===== config.mk =====
export PLATFORM = sky130hd
export DESIGN_NAME = ddp_core
export DESIGN_NICKNAME = d
export VERILOG_FILES = /design/src/design/ddp_pkg.sv /design/src/design/ddp_core.sv
export VERILOG_INCLUDE_DIRS = /design/src /design/src/design
export SDC_FILE = /design/constraint.sdc
export NUM_CORES = 1
export LEC_CHECK = 0
export BUFFER_PORTS_ARGS = -buffer_cell sky130_fd_sc_hd__buf_2
export CORE_MARGIN = 1
export CORE_UTILIZATION = 30
export DETAILED_ROUTE_END_ITERATION = 12
export PLACE_DENSITY_LB_ADDON = 0.12
export SLEW_MARGIN = 10
export SYNTH_ARGS = -nofsm -noshare
export SYNTH_HDL_FRONTEND = slang
export SYNTH_SLANG_ARGS = --single-unit

===== constraint.sdc =====
create_clock -name i_core_clk -period 5.3 [get_ports i_core_clk]
set_input_delay 1.06 -clock i_core_clk [delete_from_list [all_inputs] [get_ports i_core_clk]]
set_output_delay 1.06 -clock i_core_clk [all_outputs]
set_load 0.02 [all_outputs]

===== src/design/ddp_cfg.svh =====
`ifndef DDP_CFG_SVH
`define DDP_CFG_SVH

// ********
// Clock and timing
// ********
`define DDP_CLK_PERIOD_NS 50
`define DDP_PROG_TIME_NS 5600000
`define DDP_PROG_CYCLES (`DDP_PROG_TIME_NS / `DDP_CLK_PERIOD_NS)
`define DDP_PROG_DELAY_FCLK 8'h40
`define DDP_END_TIMEOUT_FCLK 8'hC8

// ********
// Reference pulse limits (field clocks)
// ********
`define DDP_REF_MIN_NORM 8'h0C
`define DDP_REF_MAX_NORM 8'h48
`define DDP_REF_MIN_FAST 8'h08
`define DDP_REF_MAX_FAST 8'h44

// ********
// Pair windows relative to reference, signed 10 bit
// ********
`define DDP_N00_LO (-10'sd7)
`define DDP_N00_HI 10'sd8
`define DDP_N01_HI 10'sd24
`define DDP_N10_HI 10'sd40
`define DDP_N11_HI 10'sd56
`define DDP_F00_LO (-10'sd3)
`define DDP_F00_HI 10'sd4
`define DDP_F01_HI 10'sd12
`define DDP_F10_HI 10'sd20
`define DDP_F11_HI 10'sd28

// ********
// Command bit counts and password block
// ********
`define DDP_LEN_SHORT 7'h02
`define DDP_LEN_DIRECT 7'h06
`define DDP_LEN_WRITE 7'h26
`define DDP_LEN_PW_WRITE 7'h48
`define DDP_LEN_PW_DIRECT 7'h28
`define DDP_LEN_PW_WAKE 7'h24
`define DDP_PASSWORD_BLOCK 4'h7

// ********
// Register offsets and fields
// ********
`define DDP_REG_CTRL 8'h00
`define DDP_REG_STATUS 8'h04
`define DDP_REG_MEMSEL 8'h08
`define DDP_REG_MEMDATA 8'h0C
`define DDP_REG_MEMLOCK 8'h10
`define DDP_CTRL_FAST 0
`define DDP_CTRL_PWMODE 1
`define DDP_CTRL_WAKE 2
`define DDP_CTRL_VFAIL 3
`define DDP_STAT_ERR 9
`define DDP_CTRL_RESET 4'h0

`endif


===== src/design/ddp_pkg.sv =====
package ddp_pkg;
    typedef enum logic [1:0] {
        DDP_MODE_REGULAR = 2'b00,
        DDP_MODE_BLOCK = 2'b01,
        DDP_MODE_DEFEAT = 2'b10,
        DDP_MODE_PROG = 2'b11
    } ddp_mode_t;

    typedef enum logic [1:0] {
        DDP_RX_IDLE = 2'b00,
        DDP_RX_REF = 2'b01,
        DDP_RX_DATA = 2'b10,
        DDP_RX_DONE = 2'b11
    } ddp_rx_t;

    typedef enum logic [2:0] {
        DDP_PG_IDLE = 3'b000,
        DDP_PG_DELAY = 3'b001,
        DDP_PG_ERASE = 3'b010,
        DDP_PG_EVER = 3'b011,
        DDP_PG_PROG = 3'b100,
        DDP_PG_WVER = 3'b101
    } ddp_pg_t;
endpackage


===== src/design/ddp_core.sv =====
// The register addresses and the strobed register port were chosen for this implementation.
`timescale 1ns/1ps
`include "ddp_cfg.svh"
// Summary of operation
// [RULE1] Command sent as bit pairs, six lengths
// [RULE2] Reference pulse 00 precedes, bounded length
// [RULE3] Measured reference classifies all following pairs
// [RULE4] Reader opens command with start gap
// [RULE5] Reader separates symbols with short gaps
// [RULE6] Pair windows offset from reference length
// [RULE7] Programming starts after fixed clock delay
// [RULE8] Programming cycle lasts about 5.6 ms
// [RULE9] Success leads to single-block read
// [RULE10] Data and lock bit written together
// [RULE11] Erase, verify zero, program, verify ones
// [RULE12] Page 1 program holds page 1 reading
// [RULE13] Invalid interval length flags command error
// [RULE14] Password mismatch flags command error
// [RULE15] Unprotected lengths 38, 6, 2 bits
// [RULE16] Protected lengths 72, 40, 36 bits
// [RULE17] Errors enter regular read, block 1
// [RULE18] Bad wake-up command stops modulation
// [RULE19] Locked block skips programming, reads block
// [RULE20] Verify failure stops modulation until command
// [RULE21] Field-clock counter restarts at gap end
module ddp_core
    import ddp_pkg::*;
#(
    parameter int P_PROG_CYCLES = `DDP_PROG_CYCLES
)(
    input wire logic i_core_clk,
    input wire logic i_rst_b,
    input wire logic i_field_clk,
    input wire logic i_gap,
    input wire logic [7:0] i_reg_addr,
    input wire logic [31:0] i_reg_wdata,
    input wire logic i_reg_wr,
    input wire logic i_reg_rd,
    output logic [31:0] o_reg_rdata,
    output logic [1:0] o_read_mode,
    output logic o_mod_enable,
    output logic o_read_page,
    output logic [2:0] o_read_block,
    output logic o_prog_busy
);
    localparam int STEP_CYC = P_PROG_CYCLES / 4;

    // ****************************************************************
    // Functions
    // ****************************************************************
    // Pair classification against the measured reference; bit 2 = invalid
    function automatic logic [2:0] classify(input logic [7:0] len, input logic [7:0] ref_len,
                                            input logic fast);
        logic signed [9:0] d;
        d = $signed({2'b00, len}) - $signed({2'b00, ref_len});
        classify = 3'b100;
        if (!fast) begin
            if (d >= `DDP_N00_LO && d <= `DDP_N00_HI) classify = 3'b000; // [RULE6]
            else if (d > `DDP_N00_HI && d <= `DDP_N01_HI) classify = 3'b001;
            else if (d > `DDP_N01_HI && d <= `DDP_N10_HI) classify = 3'b010;
            else if (d > `DDP_N10_HI && d <= `DDP_N11_HI) classify = 3'b011;
        end else begin
            if (d >= `DDP_F00_LO && d <= `DDP_F00_HI) classify = 3'b000; // [RULE6]
            else if (d > `DDP_F00_HI && d <= `DDP_F01_HI) classify = 3'b001;
            else if (d > `DDP_F01_HI && d <= `DDP_F10_HI) classify = 3'b010;
            else if (d > `DDP_F10_HI && d <= `DDP_F11_HI) classify = 3'b011;
        end
    endfunction

    // Bounds check shared by reference pulse tests
    function automatic logic in_range(input logic [7:0] v, input logic [7:0] lo,
                                      input logic [7:0] hi);
        in_range = (v >= lo) && (v <= hi);
    endfunction

    // ****************************************************************
    // Pin synchronisers and edge detection
    // ****************************************************************
    logic fclk_m_q, fclk_s_q, fclk_p_q;
    logic gap_m_q, gap_s_q, gap_p_q;
    logic fclk_rise, gap_end, gap_start;

    // Async pins; the first stage feeds only the second
    always_ff @(posedge i_core_clk or negedge i_rst_b) begin
        if (!i_rst_b) begin
            fclk_m_q <= 1'b0;
            fclk_s_q <= 1'b0;
            fclk_p_q <= 1'b0;
            gap_m_q <= 1'b0;
            gap_s_q <= 1'b0;
            gap_p_q <= 1'b0;
        end else begin
            fclk_m_q <= i_field_clk;
            fclk_s_q <= fclk_m_q;
            fclk_p_q <= fclk_s_q;
            gap_m_q <= i_gap;
            gap_s_q <= gap_m_q;
            gap_p_q <= gap_s_q;
        end
    end

    assign fclk_rise = fclk_s_q & ~fclk_p_q;
    assign gap_end = ~gap_s_q & gap_p_q;
    assign gap_start = gap_s_q & ~gap_p_q;

    // ****************************************************************
    // Register file and block memory
    // ****************************************************************
    logic [3:0] ctrl_q;
    logic [3:0] memsel_q;
    logic err_flag_q;
    logic [31:0] mem_data [16];
    logic mem_lock [16];
    logic wr_ctrl, wr_stat, wr_sel, wr_data, wr_lock;
    logic cmd_err_evt;
    logic [31:0] rdata_d;
    ddp_mode_t mode_q;
    ddp_pg_t pg_q;
    logic page_q;
    logic [2:0] block_q;

    assign wr_ctrl = i_reg_wr && (i_reg_addr == `DDP_REG_CTRL);
    assign wr_stat = i_reg_wr && (i_reg_addr == `DDP_REG_STATUS);
    assign wr_sel = i_reg_wr && (i_reg_addr == `DDP_REG_MEMSEL);
    assign wr_data = i_reg_wr && (i_reg_addr == `DDP_REG_MEMDATA);
    assign wr_lock = i_reg_wr && (i_reg_addr == `DDP_REG_MEMLOCK);

    // Configuration steering the decoder and programming sequence
    always_ff @(posedge i_core_clk or negedge i_rst_b) begin
        if (!i_rst_b) begin
            ctrl_q <= `DDP_CTRL_RESET;
            memsel_q <= 4'h0;
        end else begin
            if (wr_ctrl) ctrl_q <= i_reg_wdata[3:0];
            if (wr_sel) memsel_q <= i_reg_wdata[3:0];
        end
    end

    // Sticky error; a new error in the clearing cycle wins
    always_ff @(posedge i_core_clk or negedge i_rst_b) begin
        if (!i_rst_b) err_flag_q <= 1'b0;
        else if (cmd_err_evt) err_flag_q <= 1'b1;
        else if (wr_stat && i_reg_wdata[`DDP_STAT_ERR]) err_flag_q <= 1'b0;
    end

    // Read mux; unmapped addresses read zero
    always_comb begin
        rdata_d = 32'h0000_0000;
        case (i_reg_addr)
            `DDP_REG_CTRL: rdata_d = {28'h0, ctrl_q};
            `DDP_REG_STATUS: rdata_d = {23'h0, err_flag_q, pg_q != DDP_PG_IDLE, o_mod_enable,
                                        page_q, block_q, mode_q};
            `DDP_REG_MEMSEL: rdata_d = {28'h0, memsel_q};
            `DDP_REG_MEMDATA: rdata_d = mem_data[memsel_q];
            `DDP_REG_MEMLOCK: rdata_d = {31'h0, mem_lock[memsel_q]};
            default: rdata_d = 32'h0000_0000;
        endcase
    end

    // Read data stands only in the cycle after the strobe
    always_ff @(posedge i_core_clk or negedge i_rst_b) begin
        if (!i_rst_b) o_reg_rdata <= 32'h0000_0000;
        else if (i_reg_rd) o_reg_rdata <= rdata_d;
        else o_reg_rdata <= 32'h0000_0000;
    end

    // ****************************************************************
    // Gap interval measurement and pair decoding
    // ****************************************************************
    ddp_rx_t rx_q;
    logic [7:0] cnt_q, ref_q;
    logic [71:0] cmd_q;
    logic [6:0] nbits_q;
    logic bad_q;
    logic [2:0] cls;
    logic fast;

    assign fast = ctrl_q[`DDP_CTRL_FAST];
    assign cls = classify(cnt_q, ref_q, fast);

    // Counts field clocks; restarts at every gap end, saturates at the top
    always_ff @(posedge i_core_clk or negedge i_rst_b) begin
        if (!i_rst_b) cnt_q <= 8'h00;
        else if (gap_end) cnt_q <= 8'h00; // [RULE21]
        else if (fclk_rise && cnt_q != 8'hFF) cnt_q <= cnt_q + 8'h01;
    end

    // Frame sequencing: start gap, reference, data pairs, silence ends it
    always_ff @(posedge i_core_clk or negedge i_rst_b) begin
        if (!i_rst_b) begin
            rx_q <= DDP_RX_IDLE;
            ref_q <= 8'h00;
            cmd_q <= 72'h0;
            nbits_q <= 7'h00;
            bad_q <= 1'b0;
        end else begin
            case (rx_q)
                DDP_RX_IDLE: begin
                    // Start gap length is the reader's concern
                    if (gap_end && pg_q == DDP_PG_IDLE) begin // [RULE4]
                        rx_q <= DDP_RX_REF;
                        nbits_q <= 7'h00;
                        bad_q <= 1'b0;
                        cmd_q <= 72'h0;
                    end
                end
                DDP_RX_REF: begin
                    if (gap_end) begin
                        ref_q <= cnt_q; // [RULE3]
                        rx_q <= DDP_RX_DATA;
                        if (fast ? !in_range(cnt_q, `DDP_REF_MIN_FAST, `DDP_REF_MAX_FAST)
                                 : !in_range(cnt_q, `DDP_REF_MIN_NORM, `DDP_REF_MAX_NORM))
                            bad_q <= 1'b1; // [RULE2]
                    end else if (cnt_q >= `DDP_END_TIMEOUT_FCLK) begin
                        rx_q <= DDP_RX_IDLE;
                    end
                end
                DDP_RX_DATA: begin
                    // Each gap-to-gap interval carries one pair
                    if (gap_end) begin
                        if (cls[2]) bad_q <= 1'b1; // [RULE13]
                        cmd_q <= {cmd_q[69:0], cls[1:0]}; // [RULE1]
                        if (nbits_q < `DDP_LEN_PW_WRITE) nbits_q <= nbits_q + 7'h02;
                        else bad_q <= 1'b1;
                    end else if (cnt_q >= `DDP_END_TIMEOUT_FCLK) begin
                        rx_q <= DDP_RX_DONE;
                    end
                end
                DDP_RX_DONE: rx_q <= DDP_RX_IDLE;
                default: rx_q <= DDP_RX_IDLE;
            endcase
        end
    end

    // ****************************************************************
    // Command validation
    // ****************************************************************
    logic pw_mode, wake_en, frame_done;
    logic [1:0] op;
    logic [31:0] rx_pw, rx_data;
    logic [2:0] rx_addr;
    logic rx_lock, pw_ok;
    logic is_reset, is_read, is_write, is_direct, is_wake, len_ok;

    assign pw_mode = ctrl_q[`DDP_CTRL_PWMODE];
    assign wake_en = ctrl_q[`DDP_CTRL_WAKE];
    assign frame_done = (rx_q == DDP_RX_DONE);

    // Field extraction by received length; protected frames end in two pad bits
    always_comb begin
        op = 2'b00;
        rx_pw = 32'h0000_0000;
        rx_data = 32'h0000_0000;
        rx_addr = 3'h0;
        rx_lock = 1'b0;
        case (nbits_q)
            `DDP_LEN_SHORT: op = cmd_q[1:0];
            `DDP_LEN_DIRECT: begin
                op = cmd_q[5:4];
                rx_addr = cmd_q[2:0];
            end
            `DDP_LEN_WRITE: begin
                op = cmd_q[37:36];
                rx_lock = cmd_q[35];
                rx_data = cmd_q[34:3];
                rx_addr = cmd_q[2:0];
            end
            `DDP_LEN_PW_WRITE: begin
                op = cmd_q[71:70];
                rx_pw = cmd_q[69:38];
                rx_lock = cmd_q[37];
                rx_data = cmd_q[36:5];
                rx_addr = cmd_q[4:2];
            end
            `DDP_LEN_PW_DIRECT: begin
                op = cmd_q[39:38];
                rx_pw = cmd_q[37:6];
                rx_addr = cmd_q[4:2];
            end
            `DDP_LEN_PW_WAKE: begin
                op = cmd_q[35:34];
                rx_pw = cmd_q[33:2];
            end
            default: if (nbits_q != 7'h00) op = cmd_q[nbits_q - 7'h01 -: 2]; // [RULE17]
        endcase
    end

    assign pw_ok = (rx_pw == mem_data[`DDP_PASSWORD_BLOCK]); // [RULE14]
    assign is_reset = (nbits_q == `DDP_LEN_SHORT) && (op == 2'b00);
    assign is_read = (nbits_q == `DDP_LEN_SHORT) && op[1];
    // Length acceptance depends on protection mode
    assign is_write = op[1] && (pw_mode ? nbits_q == `DDP_LEN_PW_WRITE // [RULE16]
                                        : nbits_q == `DDP_LEN_WRITE); // [RULE15]
    assign is_direct = op[1] && (pw_mode ? nbits_q == `DDP_LEN_PW_DIRECT
                                         : nbits_q == `DDP_LEN_DIRECT);
    assign is_wake = pw_mode && wake_en && (nbits_q == `DDP_LEN_PW_WAKE);
    assign len_ok = is_reset || is_read || is_write || is_direct;
    assign cmd_err_evt = frame_done && (bad_q || !(len_ok || is_wake) ||
                         (pw_mode && (is_write || is_direct || is_wake) && !pw_ok));

    // ****************************************************************
    // Programming sequencer and read mode
    // ****************************************************************
    logic [31:0] step_q;
    logic [7:0] dly_q;
    logic [3:0] pidx_q;
    logic [31:0] pdata_q;
    logic plock_q;
    logic vfail_q;
    logic hold_p1_q;
    logic step_done;

    assign step_done = (step_q == 32'(STEP_CYC - 1));

    // Memory: register preload when idle, otherwise the programming steps
    always_ff @(posedge i_core_clk) begin
        if (pg_q == DDP_PG_ERASE && step_done) begin
            mem_data[pidx_q] <= 32'h0000_0000;
            mem_lock[pidx_q] <= 1'b0;
        end else if (pg_q == DDP_PG_PROG && step_done) begin
            mem_data[pidx_q] <= pdata_q; // [RULE10]
            mem_lock[pidx_q] <= plock_q;
        end else if (pg_q == DDP_PG_IDLE && wr_data) begin
            mem_data[memsel_q] <= i_reg_wdata;
        end else if (pg_q == DDP_PG_IDLE && wr_lock) begin
            mem_lock[memsel_q] <= i_reg_wdata[0];
        end
    end

    // Step timer; four equal steps make up the whole cycle
    always_ff @(posedge i_core_clk or negedge i_rst_b) begin
        if (!i_rst_b) step_q <= 32'h0000_0000;
        else if (pg_q == DDP_PG_IDLE || pg_q == DDP_PG_DELAY || step_done)
            step_q <= 32'h0000_0000;
        else step_q <= step_q + 32'h0000_0001; // [RULE8]
    end

    // Main sequencer: acts on a completed frame, then runs the programming steps
    always_ff @(posedge i_core_clk or negedge i_rst_b) begin
        if (!i_rst_b) begin
            pg_q <= DDP_PG_IDLE;
            mode_q <= DDP_MODE_REGULAR;
            page_q <= 1'b0;
            block_q <= 3'h1;
            dly_q <= 8'h00;
            pidx_q <= 4'h0;
            pdata_q <= 32'h0000_0000;
            plock_q <= 1'b0;
            vfail_q <= 1'b0;
            hold_p1_q <= 1'b0;
        end else begin
            case (pg_q)
                DDP_PG_IDLE: begin
                    if (frame_done) begin
                        if (cmd_err_evt && is_wake) begin
                            mode_q <= DDP_MODE_DEFEAT; // [RULE18]
                        end else if (cmd_err_evt) begin
                            mode_q <= DDP_MODE_REGULAR; // [RULE17]
                            page_q <= op[0];
                            block_q <= 3'h1;
                        end else if (is_reset) begin
                            mode_q <= DDP_MODE_REGULAR;
                            page_q <= 1'b0;
                            block_q <= 3'h1;
                            hold_p1_q <= 1'b0; // [RULE12]
                        end else if (is_read) begin
                            // After a page 1 write the read stays on page 1
                            mode_q <= DDP_MODE_REGULAR;
                            page_q <= op[0] | hold_p1_q; // [RULE12]
                            block_q <= 3'h1;
                        end else if (is_wake) begin
                            mode_q <= DDP_MODE_REGULAR;
                            block_q <= 3'h1;
                        end else if (is_direct) begin
                            mode_q <= DDP_MODE_BLOCK;
                            page_q <= op[0];
                            block_q <= rx_addr;
                        end else if (mem_lock[{op[0], rx_addr}]) begin
                            mode_q <= DDP_MODE_BLOCK; // [RULE19]
                            page_q <= op[0];
                            block_q <= rx_addr;
                        end else begin
                            mode_q <= DDP_MODE_PROG;
                            page_q <= op[0];
                            block_q <= rx_addr;
                            pidx_q <= {op[0], rx_addr};
                            pdata_q <= rx_data;
                            plock_q <= rx_lock;
                            vfail_q <= ctrl_q[`DDP_CTRL_VFAIL];
                            dly_q <= 8'h00;
                            pg_q <= DDP_PG_DELAY; // [RULE7]
                        end
                    end
                end
                DDP_PG_DELAY: begin
                    // Counted in field clocks after the command's end
                    if (fclk_rise) dly_q <= dly_q + 8'h01;
                    if (dly_q == `DDP_PROG_DELAY_FCLK) pg_q <= DDP_PG_ERASE; // [RULE7]
                end
                DDP_PG_ERASE: if (step_done) pg_q <= DDP_PG_EVER; // [RULE11]
                DDP_PG_EVER: begin
                    if (step_done) begin
                        if (vfail_q || mem_data[pidx_q] != 32'h0000_0000) begin
                            pg_q <= DDP_PG_IDLE;
                            mode_q <= DDP_MODE_DEFEAT; // [RULE20]
                        end else begin
                            pg_q <= DDP_PG_PROG; // [RULE11]
                        end
                    end
                end
                DDP_PG_PROG: if (step_done) pg_q <= DDP_PG_WVER; // [RULE11]
                DDP_PG_WVER: begin
                    if (step_done) begin
                        pg_q <= DDP_PG_IDLE;
                        // Every bit meant to be one must read back as one
                        if ((mem_data[pidx_q] & pdata_q) != pdata_q ||
                            mem_lock[pidx_q] != plock_q) begin
                            mode_q <= DDP_MODE_DEFEAT; // [RULE20]
                        end else begin
                            mode_q <= DDP_MODE_BLOCK; // [RULE9]
                            if (pidx_q[3]) hold_p1_q <= 1'b1;
                        end
                    end
                end
                default: pg_q <= DDP_PG_IDLE;
            endcase
        end
    end

    // ****************************************************************
    // Outputs
    // ****************************************************************
    // Registered so the load switch never glitches on decode paths
    always_ff @(posedge i_core_clk or negedge i_rst_b) begin
        if (!i_rst_b) o_mod_enable <= 1'b0;
        else o_mod_enable <= (mode_q == DDP_MODE_REGULAR) || (mode_q == DDP_MODE_BLOCK);
    end

    assign o_read_mode = mode_q;
    assign o_read_page = page_q;
    assign o_read_block = block_q;
    assign o_prog_busy = (pg_q != DDP_PG_IDLE);

endmodule


Yosys cells after proc, flatten, opt, wreduce, memory -nomap -nowiden
Memories as Yosys holds them, arrays and structs flattened.
Index checks and enable logic that the tools add are counted.
{"block": "op_classes", "addsub": 6, "shift": 1, "n_eq_ne": 53, "n_reduce_logical": 80, "muxes": 121, "n_lt_le_gt_ge": 22, "n_bitwise": 15}
{"op": "32-bit one-hot mux with 5 select lines", "n": 1}
{"op": "72-bit two-way mux", "n": 2}
{"op": "72-bit one-hot mux with 2 select lines", "n": 1}
{"op": "32-bit two-way mux", "n": 4}
{"op": "32-bit one-hot mux with 3 select lines", "n": 1}
{"op": "8-bit two-way mux", "n": 11}
{"op": "3-bit two-way mux", "n": 27}
{"op": "73-bit by 8-bit indexed part select with 2-bit output", "n": 1}
{"op": "32-bit one-hot mux with 2 select lines", "n": 1}
{"op": "2-bit != test, second input constant", "n": 24}
{"op": "1-bit two-way mux", "n": 40}
{"op": "2-bit two-way mux", "n": 18}
{"op": "32-bit by 1-bit adder with 32-bit output, second input constant", "n": 1}
{"op": "32-bit AND", "n": 1}
{"op": "32-bit by 15-bit equality test with 1-bit output, second input constant", "n": 1}
{"op": "32-bit equality test", "n": 1}
{"op": "1-bit logical AND", "n": 32}
{"op": "32-bit != test", "n": 1}
{"op": "32-bit nonzero test", "n": 1}
{"op": "32-bit OR reduction", "n": 1}
{"op": "9-bit by 6-bit less-or-equal comparator with 1-bit output, second input constant", "n": 3}
{"op": "7-bit by 6-bit equality test with 1-bit output, second input constant", "n": 3}
{"op": "7-bit two-way mux", "n": 3}
{"op": "9-bit by 5-bit > comparator with 1-bit output, second input constant", "n": 2}
{"op": "other kinds (65)", "n": 117}
{"block": "totals", "wordCells": 328, "ff_bits": 234, "n_memories": 2, "mem_bits_rw": 528}
{"name": "mem_data", "depth": 16, "word_bits": 32, "rd": 3, "rd_clocked_by_memory_dff": 0, "write_ports": 1, "line_no": "ddp_core.sv:112", "rtl": "logic [31:0] mem_data [16];"}
{"name": "mem_lock", "depth": 16, "word_bits": 1, "rd": 3, "rd_clocked_by_memory_dff": 0, "write_ports": 1, "line_no": "ddp_core.sv:113", "rtl": "logic mem_lock [16];"}

Logic depth before layout (Yosys ltp)
{"block": "logic_depth", "ltp_word": 18, "ltp_mapped": 14, "depth_no_buf": 13}

Worst setup path after synthesis
Ideal clock, no wire load.
{"block": "synth_path", "path_kind": "in2reg", "start": "input port i_reg_addr[0]", "end": "memory mem_data[12][0], enable pin", "required_time_ns": 4.879, "arrival_time_ns": 4.272, "slack_ns": 0.607, "n_path_buf": 2, "stages": 8, "path_cell_list": "or4_1 > nor3_1 > and2_1 > and4_1 > clkbuf_1 > clkbuf_1 > a31oi_1 > nor2_1"}
{"block": "synth_via", "elab_chain_cells": 9, "elab_cells_between_ends": 10, "classes_between": "1 x eq/ne; 6 x mux; 3 x reduce/logical"}
{"item": "start, declared", "line_no": "ddp_core.sv:35", "rtl": "input wire logic [7:0] i_reg_addr,"}
{"item": "8-bit by 4-bit equality test with 1-bit output *"}
{"item": "1-bit logical AND *", "line_no": "ddp_core.sv:125", "rtl": "assign wr_data = i_reg_wr && (i_reg_addr == `DDP_REG_MEMDATA);"}
{"item": "1-bit logical AND *", "line_no": "ddp_core.sv:323", "rtl": "end else if (pg_q == DDP_PG_IDLE && wr_data) begin"}
{"item": "1-bit two-way mux *", "line_no": "ddp_core.sv:323"}
{"item": "1-bit two-way mux *", "line_no": "ddp_core.sv:320", "rtl": "end else if (pg_q == DDP_PG_PROG && step_done) begin"}
{"item": "1-bit two-way mux *", "line_no": "ddp_core.sv:317", "rtl": "if (pg_q == DDP_PG_ERASE && step_done) begin"}
{"item": "1-bit two-way mux (not written as such) *", "line_no": "ddp_core.sv:324", "rtl": "mem_data[memsel_q] <= i_reg_wdata;"}
{"item": "32-bit OR reduction (no source line)"}
{"item": "4-bit two-way mux (no source line) / 1-bit two-way mux (equally long branches)"}
{"item": "end, declared", "line_no": "ddp_core.sv:112"}
Every way passes the cells marked *; elsewhere a longest branch is shown, timed or not.

Final worst setup path
{"block": "layout_path", "start": "register pidx_q[0]", "end": "register mode_q[0], in the netlist o_read_mode[0]"}
{"block": "layout_via", "elab_chain_cells": 7, "elab_cells_between_ends": 13, "classes_between": "3 x eq/ne; 3 x mux; 1 x bitwise; 4 x reduce/logical; 2 x memory"}
{"item": "start, declared", "line_no": "ddp_core.sv:306", "rtl": "logic [3:0] pidx_q;"}
{"item": "start signal, assigned", "line_no": "ddp_core.sv:386", "rtl": "pidx_q <= {op[0], rx_addr};"}
{"item": "memory read 16 x 32 bit"}
{"item": "32-bit AND", "line_no": "ddp_core.sv:416", "rtl": "if ((mem_data[pidx_q] & pdata_q) != pdata_q ||"}
{"item": "32-bit != test", "line_no": "ddp_core.sv:416"}
{"item": "1-bit logical OR", "line_no": "ddp_core.sv:416"}
{"item": "2-bit two-way mux", "line_no": "ddp_core.sv:416"}
{"item": "2-bit two-way mux", "line_no": "ddp_core.sv:413", "rtl": "if (step_done) begin"}
{"item": "2-bit one-hot mux with 3 select lines", "line_no": "ddp_core.sv:352", "rtl": "case (pg_q)"}
{"item": "end signal, assigned", "line_no": "ddp_core.sv:356", "rtl": "mode_q <= DDP_MODE_DEFEAT;"}
{"item": "end signal, assigned", "line_no": "ddp_core.sv:418", "rtl": "mode_q <= DDP_MODE_DEFEAT;"}
{"item": "end signal, assigned", "line_no": "ddp_core.sv:420", "rtl": "mode_q <= DDP_MODE_BLOCK;"}
{"item": "end, declared", "line_no": "ddp_core.sv:117", "rtl": "ddp_mode_t mode_q;"}
Parallel ways exist; a longest one is shown, timed or not. The select of a mux whose other input is x is not followed.
A chain may end at the register's enable or synchronous reset.

==> results.cfg <==
[sta]
fin_crit_ns = 4.47
grt_setup_unrepaired = no
fin_ws_ns = 0.834
slew_violations = 0
timing.fmax_ghz = 0.224
finalSetupTns_ns = 0
maxSlewHeadroom_pct = 23.3
tightest_slew_ns = 1.15
fin_crit_sh_pct = 84.3
skew_ns = 0.0412
hold_viol = 0
setup_viol = 0

[min_path]
hold_depth = 0
min_from = gap_m_q
hold_path_class = flop to flop
min_to = gap_s_q

[placement]
pre_cts_slack_ns = 0.694
dp_hpwl_mm = 86.0
placed_cells = 4009
portBuffers = 85
gp_congestion = 0.850

[synth]
async_reset_ff_share_pct = 30.6
synth_area_sq_mm = 0.0374
synth_fp_nets = 2442
synth_edf_count = 528
synth_seq_cells = 761
syn_inst = 2375
yosysWarnings = 0
ys_types = 82
ys_seq_area_share_pct = 58.1
synthFlopType = edfxtp_1
synth_area_per_cell_sq_um = 15.7

[drt]
drc = 0
wl_per_cell_um = 30.7
drt_iter0_drc = 2255
wl_mm = 128
ant_nets = 0
routed_via_density = 5.70
vias = 23800
firstDrtPassIters = 5

[floorplanning]
dieHeight_um = 355
ios = 86
rows = 129
die_x_um = 355
start_util_pct = 30.2
dieArea_sq_mm = 0.126
core_sq_mm = 0.124

[grt]
antenna_found_initial = 3
grt_pass1_wl_mm = 184
grt_usage_pct = 20.4
grt_overflow_total = 0
grt_pass1_vias = 24000
grt_max_degree = 107

[critical_path]
path_class = flop to flop
r2r_cells = 9
crit_chain = buf_12 > mux4_2 > a22o_1 > a221oi_1 > nand3_1 > nor3_1 > nand4_1 > nand2_1 > mux2_2
critPathLaunchType = flop
crit_buf_inv = 1
cp_top_family = simple AND/OR/NAND/NOR gates
r2r_end = o_read_mode[0]
rrSetupSlack_ns = 0.83
max_stage_delay_ns = 0.87
crit_required_ns = 5.84
cp_slowest_cell = dfrtp_4
path_depth = 9
endpoint_kind = flop
reg2reg_from = pidx_q[0]
arrival_ns = 5.01
cp_max_fo = 27

[clock_tree]
post_cts_resized = 0
clkTransAtPathRegs_ns = 0.06
cts_hold_buf = 0
cts_root_buffer = clkbuf_16
clock_sinks = 761
htreeDepth = 3
cts_buffers = 90
cts_tree = yes
clockBufferDepth = 3
post_cts_buffers = 0
clk_latency_ns = 0.70

[power]
power.total_w = 0.0139
p_leak_nw = 15.8
ir_drop_v = 0.000232
pwr_density_cell_mw_per_mm2 = 322

[outcome]
outcome = complete, no violations

[cells_and_area]
finalNonFillerCells = 4170
areaGrowthSynthToFinish_pct = 15.3
fillers = 11900
drive_above_1_share_pct = 27.9
final_nets = 2531
post-route-util_pct = 34.8
antennaDiodeCount = 0

[job]
maxCapViolCount = 0
==> worst max path at each step <==
stage | from | endpoint | slack, ns
after floorplan | i_reg_addr[0] | mem_data[12][0] | 0.61
after global placement | i_reg_addr[0] | mem_data[0][18] | 0.72
after detailed placement | i_reg_addr[0] | mem_data[2][23] | 0.69
after CTS | pidx_q[0] | o_read_mode[0] | 0.87
after global routing | nbits_q[3] | pdata_q[20] | 0.68
final | pidx_q[0] | o_read_mode[0] | 0.83
==> layout make-up <==
class,count,area [sq um],share of cell area [%]
timing repair buffer,173,1270,2.95
clock inverter,54,584,1.36
sequential,761,21700,50.4
inverter,54,203,0.471
tap,1637,2050,4.76
clock buffer,107,2340,5.42
multi-input combinational,1384,14900,34.6
==> registers in the layout, summed over array words and instances, names as in the netlist, 2 cells and up <==
name,flops
o_read_block,3
mem_data,512
mem_lock,16
dly_q,8
pg_q,3
pidx_q,4
memsel_q,4
pdata_q,32
step_q,32
o_read_mode,2
rx_q,2
ctrl_q,4
ref_q,8
o_reg_rdata,32
cmd_q,72
cnt_q,8
nbits_q,6
==> through the flow <==
stage	hold WS [ns]	area (sq um)
final	0.351	43100
after global routing	0.353	43100
after CTS	0.353	43100
after detailed placement	0.340	40100
after global placement	0.344	40100
after floorplan	0.331	37400
==> where the power goes <==
| group | switching, W | total [W] | internal [W] | leakage [nW] |
|---|---|---|---|---|
| clock | 0.00258 | 0.00622 | 0.00364 | 1.42 |
| sequential | 0.000124 | 0.00649 | 0.00637 | 9.10 |
| combinational | 0.000714 | 0.00116 | 0.000442 | 5.30 |
| total | 0.00342 | 0.0139 | 0.0104 | 15.8 |
==> routing by layer <==
metal	GRT usage (%)	share of wire, %	up-vias
li1	-	-	9907
met1	30.0	46	12900
met2	31.6	46	800
met3	3.15	5.5	149
met4	4.47	2.0	0
met5	0	0	-
==> cells in the mapped netlist, types with 14 or more instances <==
| cell | n | area (sq um) |
|---|---|---|
| a21oi_1 | 43 | 215 |
| xor2_1 | 38 | 333 |
| a31oi_1 | 18 | 113 |
| mux2i_1 | 29 | 290 |
| buf_2 | 29 | 145 |
| nor3_1 | 19 | 95.1 |
| mux2_2 | 24 | 270 |
| nand3_1 | 71 | 355 |
| nor4_1 | 15 | 93.8 |
| nor2_1 | 123 | 462 |
| ha_1 | 20 | 250 |
| o21ai_0 | 33 | 165 |
| buf_1 | 30 | 113 |
| and4_1 | 14 | 123 |
| xnor2_1 | 20 | 175 |
| and2_1 | 14 | 87.6 |
| mux2_1 | 24 | 270 |
| nand2_1 | 56 | 210 |
| a22oi_1 | 23 | 173 |
| nor2b_1 | 47 | 294 |
| nand4_1 | 27 | 169 |
| inv_1 | 53 | 199 |
| nand3b_1 | 29 | 218 |
| clkbuf_1 | 112 | 420 |
| and3_1 | 46 | 288 |
| dfrtp_1 | 232 | 5810 |
| a22o_1 | 147 | 1290 |
| a221oi_1 | 24 | 210 |
| mux4_2 | 323 | 7270 |
| edfxtp_1 | 528 | 15900 |
==> layout by cell type (no fill, tap or decap), drive strengths merged, types with 27 or more instances in the layout <==
| cell | instances |
|---|---|
| xor2 | 38 |
| o21ai | 33 |
| mux4 | 323 |
| buf | 173 |
| nand3b | 29 |
| nor2 | 124 |
| edfxtp | 528 |
| a21oi | 43 |
| nand4 | 27 |
| nand3 | 71 |
| clkbuf | 107 |
| nor2b | 47 |
| clkinv | 35 |
| dfrtp | 232 |
| inv | 58 |
| mux2i | 29 |
| mux2 | 48 |
| nand2 | 56 |
| a22o | 147 |
| and3 | 46 |
==> logic make-up (layout without fill, tap and decap cells) <==
logic type	count (synthesis)	after routing	share of synthesized area (%)
muxes	400	400	21.7
DFF	761	761	58.1
adders and majority gates	21	21	0.723
xor gates and xnor gates	58	58	1.36
AOI/OAI and AO/OA	390	390	8.07
and+or+nand+nor	515	515	7.62
buffers and inverters	230	388	2.48
No activity file was read; power rests on OpenSTA's default activity.
